**src/design/rbs_params.svh**
```systemverilog
// Purpose: constants for the battery-backed clock memory host controller
// Assumes: 25 MHz clock_i, 40 ns period
// Notes:   offsets are byte addresses on the apb side
`ifndef RBS_PARAMS_SVH
`define RBS_PARAMS_SVH
// apb register offsets
`define RBS_OFS_CTRL        12'h000
`define RBS_OFS_ADDR        12'h004
`define RBS_OFS_WDATA       12'h008
`define RBS_OFS_RDATA       12'h00c
`define RBS_OFS_STATUS      12'h010
// device memory map
`define RBS_CLK_FIRST       15'h7ff8
`define RBS_CLK_LAST        15'h7fff
`define RBS_CLOCK_CTRL      15'h7ff8
`define RBS_SECONDS         15'h7ff9
// control byte and seconds byte fields
`define RBS_SET_TIME_BIT    7
`define RBS_HALT_COPY_BIT   6
`define RBS_OSC_HALT_BIT    7
// ctrl register fields
`define RBS_CTRL_GO_BIT     0
`define RBS_CTRL_WR_BIT     1
// pin timing in ns
`define RBS_T_ACCESS_NS     70
`define RBS_T_WPULSE_NS     55
`define RBS_T_DSETUP_NS     30
`define RBS_T_RECOVER_NS    70
`define RBS_CLK_NS          40
// cycles, least times rounded up
`define RBS_CYC(ns)         (((ns) + `RBS_CLK_NS - 1) / `RBS_CLK_NS)
`define RBS_ACCESS_CYC      `RBS_CYC(`RBS_T_ACCESS_NS)
`define RBS_WPULSE_CYC      `RBS_CYC(`RBS_T_WPULSE_NS)
`define RBS_RECOVER_CYC     `RBS_CYC(`RBS_T_RECOVER_NS)
`endif

```
**src/design/rbs_pkg.sv**
```systemverilog
// Purpose: types for the battery-backed clock memory host controller
// Assumes: nothing
// Notes:   constants live in rbs_params.svh
package rbs_pkg;
  typedef enum logic [2:0] {
    RBS_IDLE,
    RBS_SETUP,
    RBS_STROBE,
    RBS_SAMPLE,
    RBS_RECOVER
  } rbs_state_t;
  typedef logic [14:0] rbs_addr_t;
  typedef logic [7:0]  rbs_byte_t;
endpackage : rbs_pkg

```
**src/design/rbs_cmd_if.sv**
```systemverilog
// Purpose: command carrier between register file and pin sequencer
// Assumes: single clock
// Notes:   go is a one-cycle pulse, done a one-cycle pulse
`timescale 1ns/1ps
interface rbs_cmd_if;
  logic              go;     // start one access
  logic              write;  // 1 write, 0 read
  rbs_pkg::rbs_addr_t addr;  // byte address
  rbs_pkg::rbs_byte_t wdata; // write byte
  rbs_pkg::rbs_byte_t rdata; // captured read byte
  logic              done;   // access finished
  logic              busy;   // sequencer active
  modport master (output go, write, addr, wdata, input rdata, done, busy);
  modport slave  (input go, write, addr, wdata, output rdata, done, busy);
endinterface : rbs_cmd_if

```
**src/design/rbs_host_top.sv**
```systemverilog
// Purpose: apb-controlled host for a battery-backed clock memory
// Assumes: 25 MHz clock_i, device pins asynchronous
// Notes:   one byte access per command
// Summary of operation
// clock bytes sit at top eight addresses
// time fields are bcd, 24-hour
// device calendar handles month lengths, leaps
// lowest clock byte is control byte
// clock bytes refreshed each second by device
// clock bytes use ordinary access protocol
// low supply blocks writes, releases data
// chip on, store high means read
// fifteen address bits pick one byte
// device drives data only on read enable
// data undefined until access completes
// chip on and store low means write
// write starts at later falling strobe
// write ends at earlier rising strobe
// host holds address through whole write
// host keeps strobes high for recovery
// host sets data before, holds after edge
// host keeps output drive high writing
// falling store releases device data drive
// simultaneous falls never drive data
// halt copy flag freezes clock bytes
// set time flag loads counters on clear
// seconds top bit stops oscillator
// clock bytes refresh together, never mixed
`timescale 1ns/1ps
`include "rbs_params.svh"
module rbs_host_top (
  input  wire logic        clock_i,          // 25 MHz clock
  input  wire logic        srst_i,           // sync reset, high
  input  wire logic        ce_i,             // clock enable
  input  wire logic        psel_i,           // apb select
  input  wire logic        penable_i,        // apb enable
  input  wire logic        pwrite_i,         // apb direction
  input  wire logic [11:0] paddr_i,          // apb address
  input  wire logic [31:0] pwdata_i,         // apb write data
  output logic      [31:0] prdata_o,         // apb read data
  output logic             pready_o,         // apb ready
  output logic             pslverr_o,        // apb error
  output logic      [14:0] addr_lines_o,     // device address
  output logic             chip_on_n_o,      // device chip select
  output logic             output_drive_n_o, // device output enable
  output logic             store_strobe_n_o, // device write strobe
  input  wire logic [7:0]  data_lines_i,     // data pins in
  output logic      [7:0]  data_lines_o,     // data pins out
  output logic             data_lines_oe_o   // data pins driven
);
  rbs_cmd_if cmd ();
  logic [7:0]  sync1_q, sync2_q;
  logic [14:0] addr_q, addr_d;
  logic [7:0]  wdata_q, wdata_d;
  logic        wr_q, wr_d, go_q, go_d, done_q, done_d;
  logic [31:0] prdata_d;
  logic        pready_d, pslverr_d;

  function automatic logic is_clock_byte(input logic [14:0] a);
    is_clock_byte = (a >= `RBS_CLK_FIRST) && (a <= `RBS_CLK_LAST);
  endfunction : is_clock_byte

  assign cmd.go    = go_q;
  assign cmd.write = wr_q;
  assign cmd.addr  = addr_q;
  assign cmd.wdata = wdata_q;

  // two-stage synchroniser on data pins
  always_ff @(posedge clock_i) begin
    if (srst_i) begin
      sync1_q <= 8'h00;
      sync2_q <= 8'h00;
    end else if (ce_i) begin
      sync1_q <= data_lines_i;
      sync2_q <= sync1_q;
    end
  end

  rbs_pin_seq u_seq (
    .clock_i     (clock_i),
    .srst_i      (srst_i),
    .ce_i        (ce_i),
    .data_sync_i (sync2_q),
    .addr_q      (addr_lines_o),
    .chip_on_n_q (chip_on_n_o),
    .out_drv_n_q (output_drive_n_o),
    .store_n_q   (store_strobe_n_o),
    .dout_q      (data_lines_o),
    .doe_q       (data_lines_oe_o),
    .cmd         (cmd)
  );

  // apb register file, zero wait states
  always_comb begin
    addr_d = addr_q; wdata_d = wdata_q; wr_d = wr_q; go_d = 1'b0;
    done_d = done_q | cmd.done;              // sticky done, set wins
    prdata_d = 32'h0000_0000; pready_d = 1'b0; pslverr_d = 1'b0;
    if (psel_i && !penable_i) begin
      pready_d = 1'b1;
      case (paddr_i)
        `RBS_OFS_CTRL: begin
          if (pwrite_i && pwdata_i[`RBS_CTRL_GO_BIT] && !cmd.busy && !go_q) begin
            go_d   = 1'b1;
            wr_d   = pwdata_i[`RBS_CTRL_WR_BIT];
            done_d = cmd.done;               // clear by new go, set still wins
          end
          prdata_d = {30'h0000_0000, wr_q, 1'b0};
        end
        `RBS_OFS_ADDR: begin
          if (pwrite_i) addr_d = pwdata_i[14:0];
          prdata_d = {17'h0_0000, addr_q};
        end
        `RBS_OFS_WDATA: begin
          if (pwrite_i) wdata_d = pwdata_i[7:0];
          prdata_d = {24'h00_0000, wdata_q};
        end
        `RBS_OFS_RDATA:  prdata_d = {24'h00_0000, cmd.rdata};
        `RBS_OFS_STATUS: prdata_d = {29'h0000_0000, is_clock_byte(addr_q),
                                     done_q, cmd.busy | go_q};
        default: pslverr_d = 1'b1;
      endcase
    end
  end

  // register file state
  always_ff @(posedge clock_i) begin
    if (srst_i) begin
      addr_q <= 15'h0000; wdata_q <= 8'h00; wr_q <= 1'b0; go_q <= 1'b0;
      done_q <= 1'b0; prdata_o <= 32'h0000_0000; pready_o <= 1'b0; pslverr_o <= 1'b0;
    end else if (ce_i) begin
      addr_q <= addr_d; wdata_q <= wdata_d; wr_q <= wr_d; go_q <= go_d;
      done_q <= done_d; prdata_o <= prdata_d; pready_o <= pready_d;
      pslverr_o <= pslverr_d;
    end
  end
endmodule : rbs_host_top

```
**src/design/rbs_pin_seq.sv**
```systemverilog
// Purpose: drives the asynchronous byte-wide memory pins for one access
// Assumes: data input already synchronised by the caller
// Notes:   all pin outputs come from flip-flops
`timescale 1ns/1ps
`include "rbs_params.svh"
module rbs_pin_seq (
  input  wire logic         clock_i,     // system clock
  input  wire logic         srst_i,      // sync reset
  input  wire logic         ce_i,        // clock enable
  input  wire logic [7:0]   data_sync_i, // synchronised data_lines
  output logic [14:0]       addr_q,      // addr_lines
  output logic              chip_on_n_q, // chip select
  output logic              out_drv_n_q, // output enable
  output logic              store_n_q,   // write strobe
  output logic [7:0]        dout_q,      // data_lines out
  output logic              doe_q,       // data_lines enable
  rbs_cmd_if.slave          cmd          // command side
);
  rbs_pkg::rbs_state_t st_q, st_d;
  logic [3:0]  cnt_q, cnt_d;
  logic [14:0] addr_d;
  logic        ce_n_d, oe_n_d, we_n_d, doe_d, wr_q, wr_d, done_q, done_d;
  logic [7:0]  dout_d, rd_q, rd_d;

  assign cmd.rdata = rd_q;
  assign cmd.done  = done_q;
  assign cmd.busy  = (st_q != rbs_pkg::RBS_IDLE);

  // next-state logic of the pin sequence
  always_comb begin
    st_d = st_q; cnt_d = cnt_q; addr_d = addr_q; ce_n_d = chip_on_n_q;
    oe_n_d = out_drv_n_q; we_n_d = store_n_q; dout_d = dout_q; doe_d = doe_q;
    wr_d = wr_q; rd_d = rd_q; done_d = 1'b0;
    case (st_q)
      rbs_pkg::RBS_IDLE: begin
        if (cmd.go) begin
          addr_d = cmd.addr;                 // address set before any strobe
          wr_d   = cmd.write;
          dout_d = cmd.wdata;
          st_d   = rbs_pkg::RBS_SETUP;
        end
      end
      rbs_pkg::RBS_SETUP: begin
        ce_n_d = 1'b0;                       // same protocol for clock bytes
        if (wr_q) begin
          we_n_d = 1'b0;                     // write starts at later fall
          oe_n_d = 1'b1;                     // no contention on write
          doe_d  = 1'b1;                     // data ahead of rising edge
          cnt_d  = 4'(`RBS_WPULSE_CYC);
        end else begin
          we_n_d = 1'b1;                     // read selected
          oe_n_d = 1'b0;                     // device drives only now
          doe_d  = 1'b0;
          cnt_d  = 4'(`RBS_ACCESS_CYC + 2);  // access plus pin sync
        end
        st_d = rbs_pkg::RBS_STROBE;
      end
      rbs_pkg::RBS_STROBE: begin
        if (cnt_q > 4'd1) begin
          cnt_d = cnt_q - 4'd1;
        end else begin
          st_d = rbs_pkg::RBS_SAMPLE;
        end
      end
      rbs_pkg::RBS_SAMPLE: begin
        if (!wr_q) begin
          rd_d = data_sync_i;                // read after access settles
        end
        ce_n_d = 1'b1;                       // write ends at earliest rise
        we_n_d = 1'b1;
        oe_n_d = 1'b1;
        cnt_d  = 4'(`RBS_RECOVER_CYC);
        st_d   = rbs_pkg::RBS_RECOVER;
      end
      rbs_pkg::RBS_RECOVER: begin
        doe_d = 1'b0;                        // data held past edge
        if (cnt_q > 4'd1) begin
          cnt_d = cnt_q - 4'd1;              // strobes high recovery
        end else begin
          done_d = 1'b1;
          st_d   = rbs_pkg::RBS_IDLE;        // address kept until after edge
        end
      end
      default: st_d = rbs_pkg::RBS_IDLE;
    endcase
  end

  // state registers
  always_ff @(posedge clock_i) begin
    if (srst_i) begin
      st_q <= rbs_pkg::RBS_IDLE; cnt_q <= 4'h0; addr_q <= 15'h0000;
      chip_on_n_q <= 1'b1; out_drv_n_q <= 1'b1; store_n_q <= 1'b1;
      dout_q <= 8'h00; doe_q <= 1'b0; wr_q <= 1'b0; rd_q <= 8'h00; done_q <= 1'b0;
    end else if (ce_i) begin
      st_q <= st_d; cnt_q <= cnt_d; addr_q <= addr_d;
      chip_on_n_q <= ce_n_d; out_drv_n_q <= oe_n_d; store_n_q <= we_n_d;
      dout_q <= dout_d; doe_q <= doe_d; wr_q <= wr_d; rd_q <= rd_d; done_q <= done_d;
    end
  end
endmodule : rbs_pin_seq

```
**config.mk**
```make
export PLATFORM = sky130hd
export DESIGN_NAME = rbs_host_top
export DESIGN_NICKNAME = d
export VERILOG_FILES = /design/src/design/rbs_pkg.sv /design/src/design/rbs_cmd_if.sv /design/src/design/rbs_host_top.sv /design/src/design/rbs_pin_seq.sv
export VERILOG_INCLUDE_DIRS = /design/src /design/src/design
export SDC_FILE = /design/constraint.sdc
export NUM_CORES = 1
export LEC_CHECK = 0
export BUFFER_PORTS_ARGS = -buffer_cell sky130_fd_sc_hd__clkbuf_2
export CAP_MARGIN = 20
export CORE_ASPECT_RATIO = 1.4
export CORE_MARGIN = 10
export CORE_UTILIZATION = 46
export DETAILED_ROUTE_END_ITERATION = 10
export GPL_ROUTABILITY_DRIVEN = 1
export PLACE_DENSITY = 0.72
export SLEW_MARGIN = 0
export SYNTH_ARGS = -nofsm -noshare
export SYNTH_HDL_FRONTEND = slang
export SYNTH_SLANG_ARGS = --single-unit
export TNS_END_PERCENT = 5
```
**constraint.sdc**
```tcl
create_clock -name clock_i -period 3.2 [get_ports clock_i]
set_input_delay 0.16 -clock clock_i [delete_from_list [all_inputs] [get_ports clock_i]]
set_output_delay 0.16 -clock clock_i [all_outputs]
set_load 0.1 [all_outputs]
```
After elaboration in Yosys (flattened, before gate mapping)
Index checks and enable logic that the tools add are counted.
{"block": "word_totals", "output_inout_bits": 61, "inputBits": 58, "register_bits": 120, "wordCells": 91}
{"block": "op_classes", "eq_ne": 12, "bitwise_logic": 3, "reduce_logical": 25, "order_cmp": 3, "n_addsub": 1, "muxes": 26}
{"cell": "case mux 15 bit (5 select lines)", "n": 1}
{"cell": "equality test 12 x 4 -> 1 bit (second input constant)", "n": 2}
{"cell": "AND reduction 4 bit", "n": 4}
{"cell": "greater-or-equal comparator 15 bit (second input constant)", "n": 1}
{"cell": "<= comparator 15 bit (second input constant)", "n": 1}
{"cell": "2-to-1 mux 15 bit", "n": 1}
{"cell": "case mux 3 bit (5 select lines)", "n": 1}
{"cell": "2-to-1 mux 1 bit", "n": 13}
{"cell": "equality test 12 x 3 -> 1 bit (second input constant)", "n": 1}
{"cell": "equality test 12 x 5 -> 1 bit (second input constant)", "n": 1}
{"cell": "zero test 12 bit", "n": 1}
{"cell": "2-to-1 mux 3 bit", "n": 4}
{"cell": "case mux 4 bit (3 select lines)", "n": 1}
{"cell": "AND reduction 3 bit", "n": 3}
{"cell": "case mux 1 bit (2 select lines)", "n": 4}
{"cell": "equality test 3 x 2 -> 1 bit (second input constant)", "n": 2}
{"cell": "!= test 2 bit (second input constant)", "n": 3}
{"cell": "nonzero test 3 bit", "n": 2}
{"cell": "logical AND 1 bit", "n": 5}
{"cell": "OR reduction 5 bit", "n": 1}
{"cell": "> comparator 4 x 1 -> 1 bit (second input constant)", "n": 1}
{"cell": "2-to-1 mux 4 bit", "n": 1}
{"cell": "AND reduction 2 bit", "n": 2}
{"cell": "nonzero test 2 bit", "n": 2}
{"cell": "9 further kinds", "n": 12}

Logic depth before layout (Yosys ltp)
{"block": "depth", "word_depth": 7, "depth_mapped": 7, "mapped_depth_nobuf": 6}

Modules after synthesis
From an unflattened synthesis, not the netlist that was laid out.
{"block": "unflattened", "cells_unflattened": 518, "hier_area_um2": 4555.6}
{"module": "rbs_host_top", "area_per_inst_um2": 2772.7, "seq_area_each_um2": 1181.1, "cells_per_inst": 302, "n_inst": 1}
{"module": "rbs_pin_seq", "area_per_inst_um2": 1783.0, "seq_area_each_um2": 880.8, "cells_per_inst": 216, "n_inst": 1}

Least setup slack after synthesis
No wires, ideal clock.
{"block": "synth_timing", "path_kind": "register to register", "start": "register u_seq.cnt_q[0]", "end": "register u_seq.cnt_q[3]", "t_arrival_ns": 1.623, "stages_incl_launch_ff": 7, "path_slack_ns": 1.491, "required_ns": 3.114, "n_path_buf": 0, "path_cell_list": "dfxtp_1 inv_1 ha_1 nor2_1 o2111ai_1 or3_1 a211oi_1"}
{"block": "synth_between", "elab_chain_cells": 3}
{"element": "start: declaration", "line": "rbs_pin_seq.sv:20", "rtl": "logic [3:0] cnt_q, cnt_d;"}
{"element": "start signal: assignment", "line": "rbs_pin_seq.sv:95", "rtl": "st_q <= st_d; cnt_q <= cnt_d; addr_q <= addr_d;"}
{"element": "subtractor 4 x 1 -> 4 bit / > comparator 4 x 1 -> 1 bit (equally long branches)"}
{"element": "2-to-1 mux 4 bit / != test 2 x 1 -> 1 bit (equally long branches)"}
{"element": "case mux 4 bit (3 select lines) / AND reduction 3 bit (equally long branches)"}
Parallel ways exist; a longest one is shown, timed or not. The select of a mux whose other input is x is not followed.
A chain may end at the register's enable or synchronous reset.

Worst setup path in the final report
{"block": "layout_timing", "start": "register u_seq.cnt_q[0]", "end": "register u_seq.cnt_q[1]"}
Same word-level chain as after synthesis.

==> flow_summary.toml <==
[outcome]
status = "complete, no violations"

[cts]
cts_root_buf = "clkbuf_16"
holdBufCountCts = 0
htree_levels = 3
clk_pin_slew_worst_paths_ns = 0.06
clock_latency_ns = 0.34
post_cts_resized = 0
cts.sinks = 103
cts_buffer_depth = 2
cts_buffers = 9
cts_tree = "done"
post_cts_buffers = 0

[cells_and_area]
final_nets = 591
design_area_um2 = 5050
syn_to_final_growth_pct = 17.2
drive_gt1_share_pct = 20.6
diodes = 0

[floorplanning]
rows = 41
ios = 119
die_h_um = 135
core_area_um2 = 9080
die_area_um2 = 13700
start_util_pct = 47.5
dieWidth_um = 102

[critical_path]
slowest_stage = "a2111oi_0"
rr_endpoint = "u_seq.cnt_q[1]"
critPathKind = "reg -> reg"
crit_fanout = 8
crit_path_max_incr_delay_ns = 0.55
critPathArrivalTime_ns = 2.28
crit_chain = "inv_1 > ha_1 > nor2_1 > o2111ai_1 > a2111oi_0 > a41o_1"
worstSetupEndpoint = "u_seq.cnt_q[1]"
path_delay_family = "compound AO/OA/AOI/OAI gates"
critPathBufInv = 1
reg2reg_from = "u_seq.cnt_q[0]"
r2r_cells = 6
cp-startpoint = "u_seq.cnt_q[0]"
reg2reg_slack_ns = 1.21
start_kind = "flip-flop"
crit_path_end_kind = "flip-flop"
worst-path-stages = 6
crit_required_ns = 3.48

[sta]
finalCritPeriodShare_pct = 62.3
max_clock_freq_mhz = 501
finalSetupViolCount = 0
worst_pin_slew_ns = 0.877
skew_ns = 0.00483
rsz0062_at_grt = "no"
tns_ns = 0
slew_headroom_pct = 41.3
hold_viol = 0
period_needed_ns = 1.99
maxSlewViolCount = 0

[power]
p_comb_share_pct = 7.4
power.net_switching_mw = 0.613
intPower_mw = 2.09
pwr-share-clk_pct = 44.6
p_seq_share_pct = 48.0
leakage_nw = 2.32
p_sw_share_pct = 22.7
p_per_area_nw_per_um2 = 535
vdd_drop_max_mv = 0.344

[detailed_routing]
postRouteAntennaNets = 0
dr.pass1.iters = 4
viasPerCell = 5.39
drc = 0
routed_wl_mm = 10.7
vias = 3459
first_iter_violations = 180
routedWlPerCell_um = 16.6

[yosys]
synth-warning-count = 0
yosys_most_used_dff = "dfxtp_1"
ys_async_sr_fraction_pct = 0
synth_cell_types = 51
synth_edf_count = 0
synthCells = 458
synth-seq-cells = 103
syn_area_per_cell_um2 = 9.41
netlist_area_um2 = 4310
ys_seq_area_share_pct = 47.9

[global_routing]
grt_max_degree = 48
grt_pass1_vias = 3487
grt_usage_pct = 15.6
antenna_found_initial = 0
grt_pass1_wl_mm = 17.0
grt-ovfl-total = 0

[placement]
detailed_place.area_um2 = 4720
place.gp.congestion = 0.820
dp_hpwl_mm = 7.86
port_buffers = 84

[min_path]
hold_class = "in -> reg"
whs_path_depth = 3

[flow_run]
cap_violations = 0
[worst min path at each step]
stage / startpoint / to / slack (ns)
after floorplan: pwdata_i[10] / addr_q[10] / 0.30
after detailed placement: pwdata_i[11] / addr_q[11] / 0.40
after global placement: pwdata_i[12] / addr_q[12] / 0.39
after CTS: pwdata_i[8] / addr_q[8] / 0.04
after global routing: pwdata_i[11] / addr_q[11] / 0.05
final: pwdata_i[11] / addr_q[11] / 0.04
[through the flow]
step | worst slack, ns | power (mW) | util (%) | std cells | hold WS, ns
finish | 1.21 | 2.71 | 55.6 | 642 | 0.0426
global route | 1.03 | 2.78 | 55.6 | 642 | 0.0480
CTS | 1.22 | 2.73 | 55.6 | 642 | 0.0354
detailed placement | 1.23 | 1.53 | 52.0 | 627 | 0.398
global placement | 1.28 | 1.52 | 52.0 | 627 | 0.394
floorplan | 1.49 | 1.50 | - | 474 | 0.302
[worst min-delay path, stage by stage]
cell and delay, ns:
clkbuf_2 0.08, nand2_1 0.04, mux2i_1 0.05
[state kept, by name, indices dropped and copies added (netlist names), 3 cells and up]
register	cells
addr_q	15
cmd.wdata	8
prdata_o	15
sync1_q	8
sync2_q	8
u_seq.addr_q	15
u_seq.cmd.rdata	8
u_seq.cnt_q	4
u_seq.dout_q	8
u_seq.st_q	3
[power by group through the flow]
stage               combinational (mW)  clock (mW)  sequential [mW]
floorplan                        0.167           0             1.33
global placement                 0.197           0             1.33
detailed placement               0.199           0             1.33
CTS                              0.200        1.23             1.30
global route                     0.213        1.27             1.30
finish                           0.201        1.21             1.30
[Yosys cell counts (all sizes together), types with 4 or more instances]
cell type,number,share of area [%]
dfxtp,103,48
mux2i,79,18
nor2,66,5.8
nand2,57,5.0
buf,28,4.2
a21oi,18,2.1
clkbuf,15,1.3
o21ai,12,1.4
inv,8,0.70
a22o,7,1.4
nand4,7,1.0
nand3,5,0.58
or3,5,0.73
nor3,4,0.73
[cell families (layout without fill, tap and decap cells)]
kind of cell / after synthesis / count (layout) / share of synthesized area (%)
mux: 80 / 80 / 19.0
xor+xnor: 1 / 1 / 0.203
compound gates: 52 / 52 / 7.81
flops: 103 / 103 / 47.9
buf+inv: 51 / 112 / 6.18
other cells: 1 / 17 / 0.0870
fa+ha+maj: 2 / 2 / 0.581
simple gates: 168 / 168 / 18.3
[cells in the final DEF (no fill, tap or decap), types with 5 or more instances in the layout]
master       n
or3_1        5
conb_1      17
a21oi_1     18
inv_1        5
mux2i_1     79
clkbuf_2    84
clkbuf_16    9
buf_4        5
o21ai_1      7
a22o_1       7
dfxtp_1    103
nand3_1      5
o21ai_0      5
nand4_1      7
nor2_1      65
nand2_1     57
[cell type report]
cell class / count / area (µm²)
repair buffers: 89 / 458
well taps: 107 / 134
fillers: 812 / 4030
multi-input cells: 320 / 2040
flip-flops and latches: 103 / 2060
clock buffers: 11 / 233
clock inverters: 4 / 95.1
inverters: 8 / 30.0
[metal layers]
layer,GRT usage (%),up-vias,wire length [µm]
met5,0,-,0
met4,7.10,0,220
met3,4.95,16,929
met2,26.1,125,5190
met1,17.5,1624,4320
li1,-,1694,-
(Power assumes the default switching activity.)
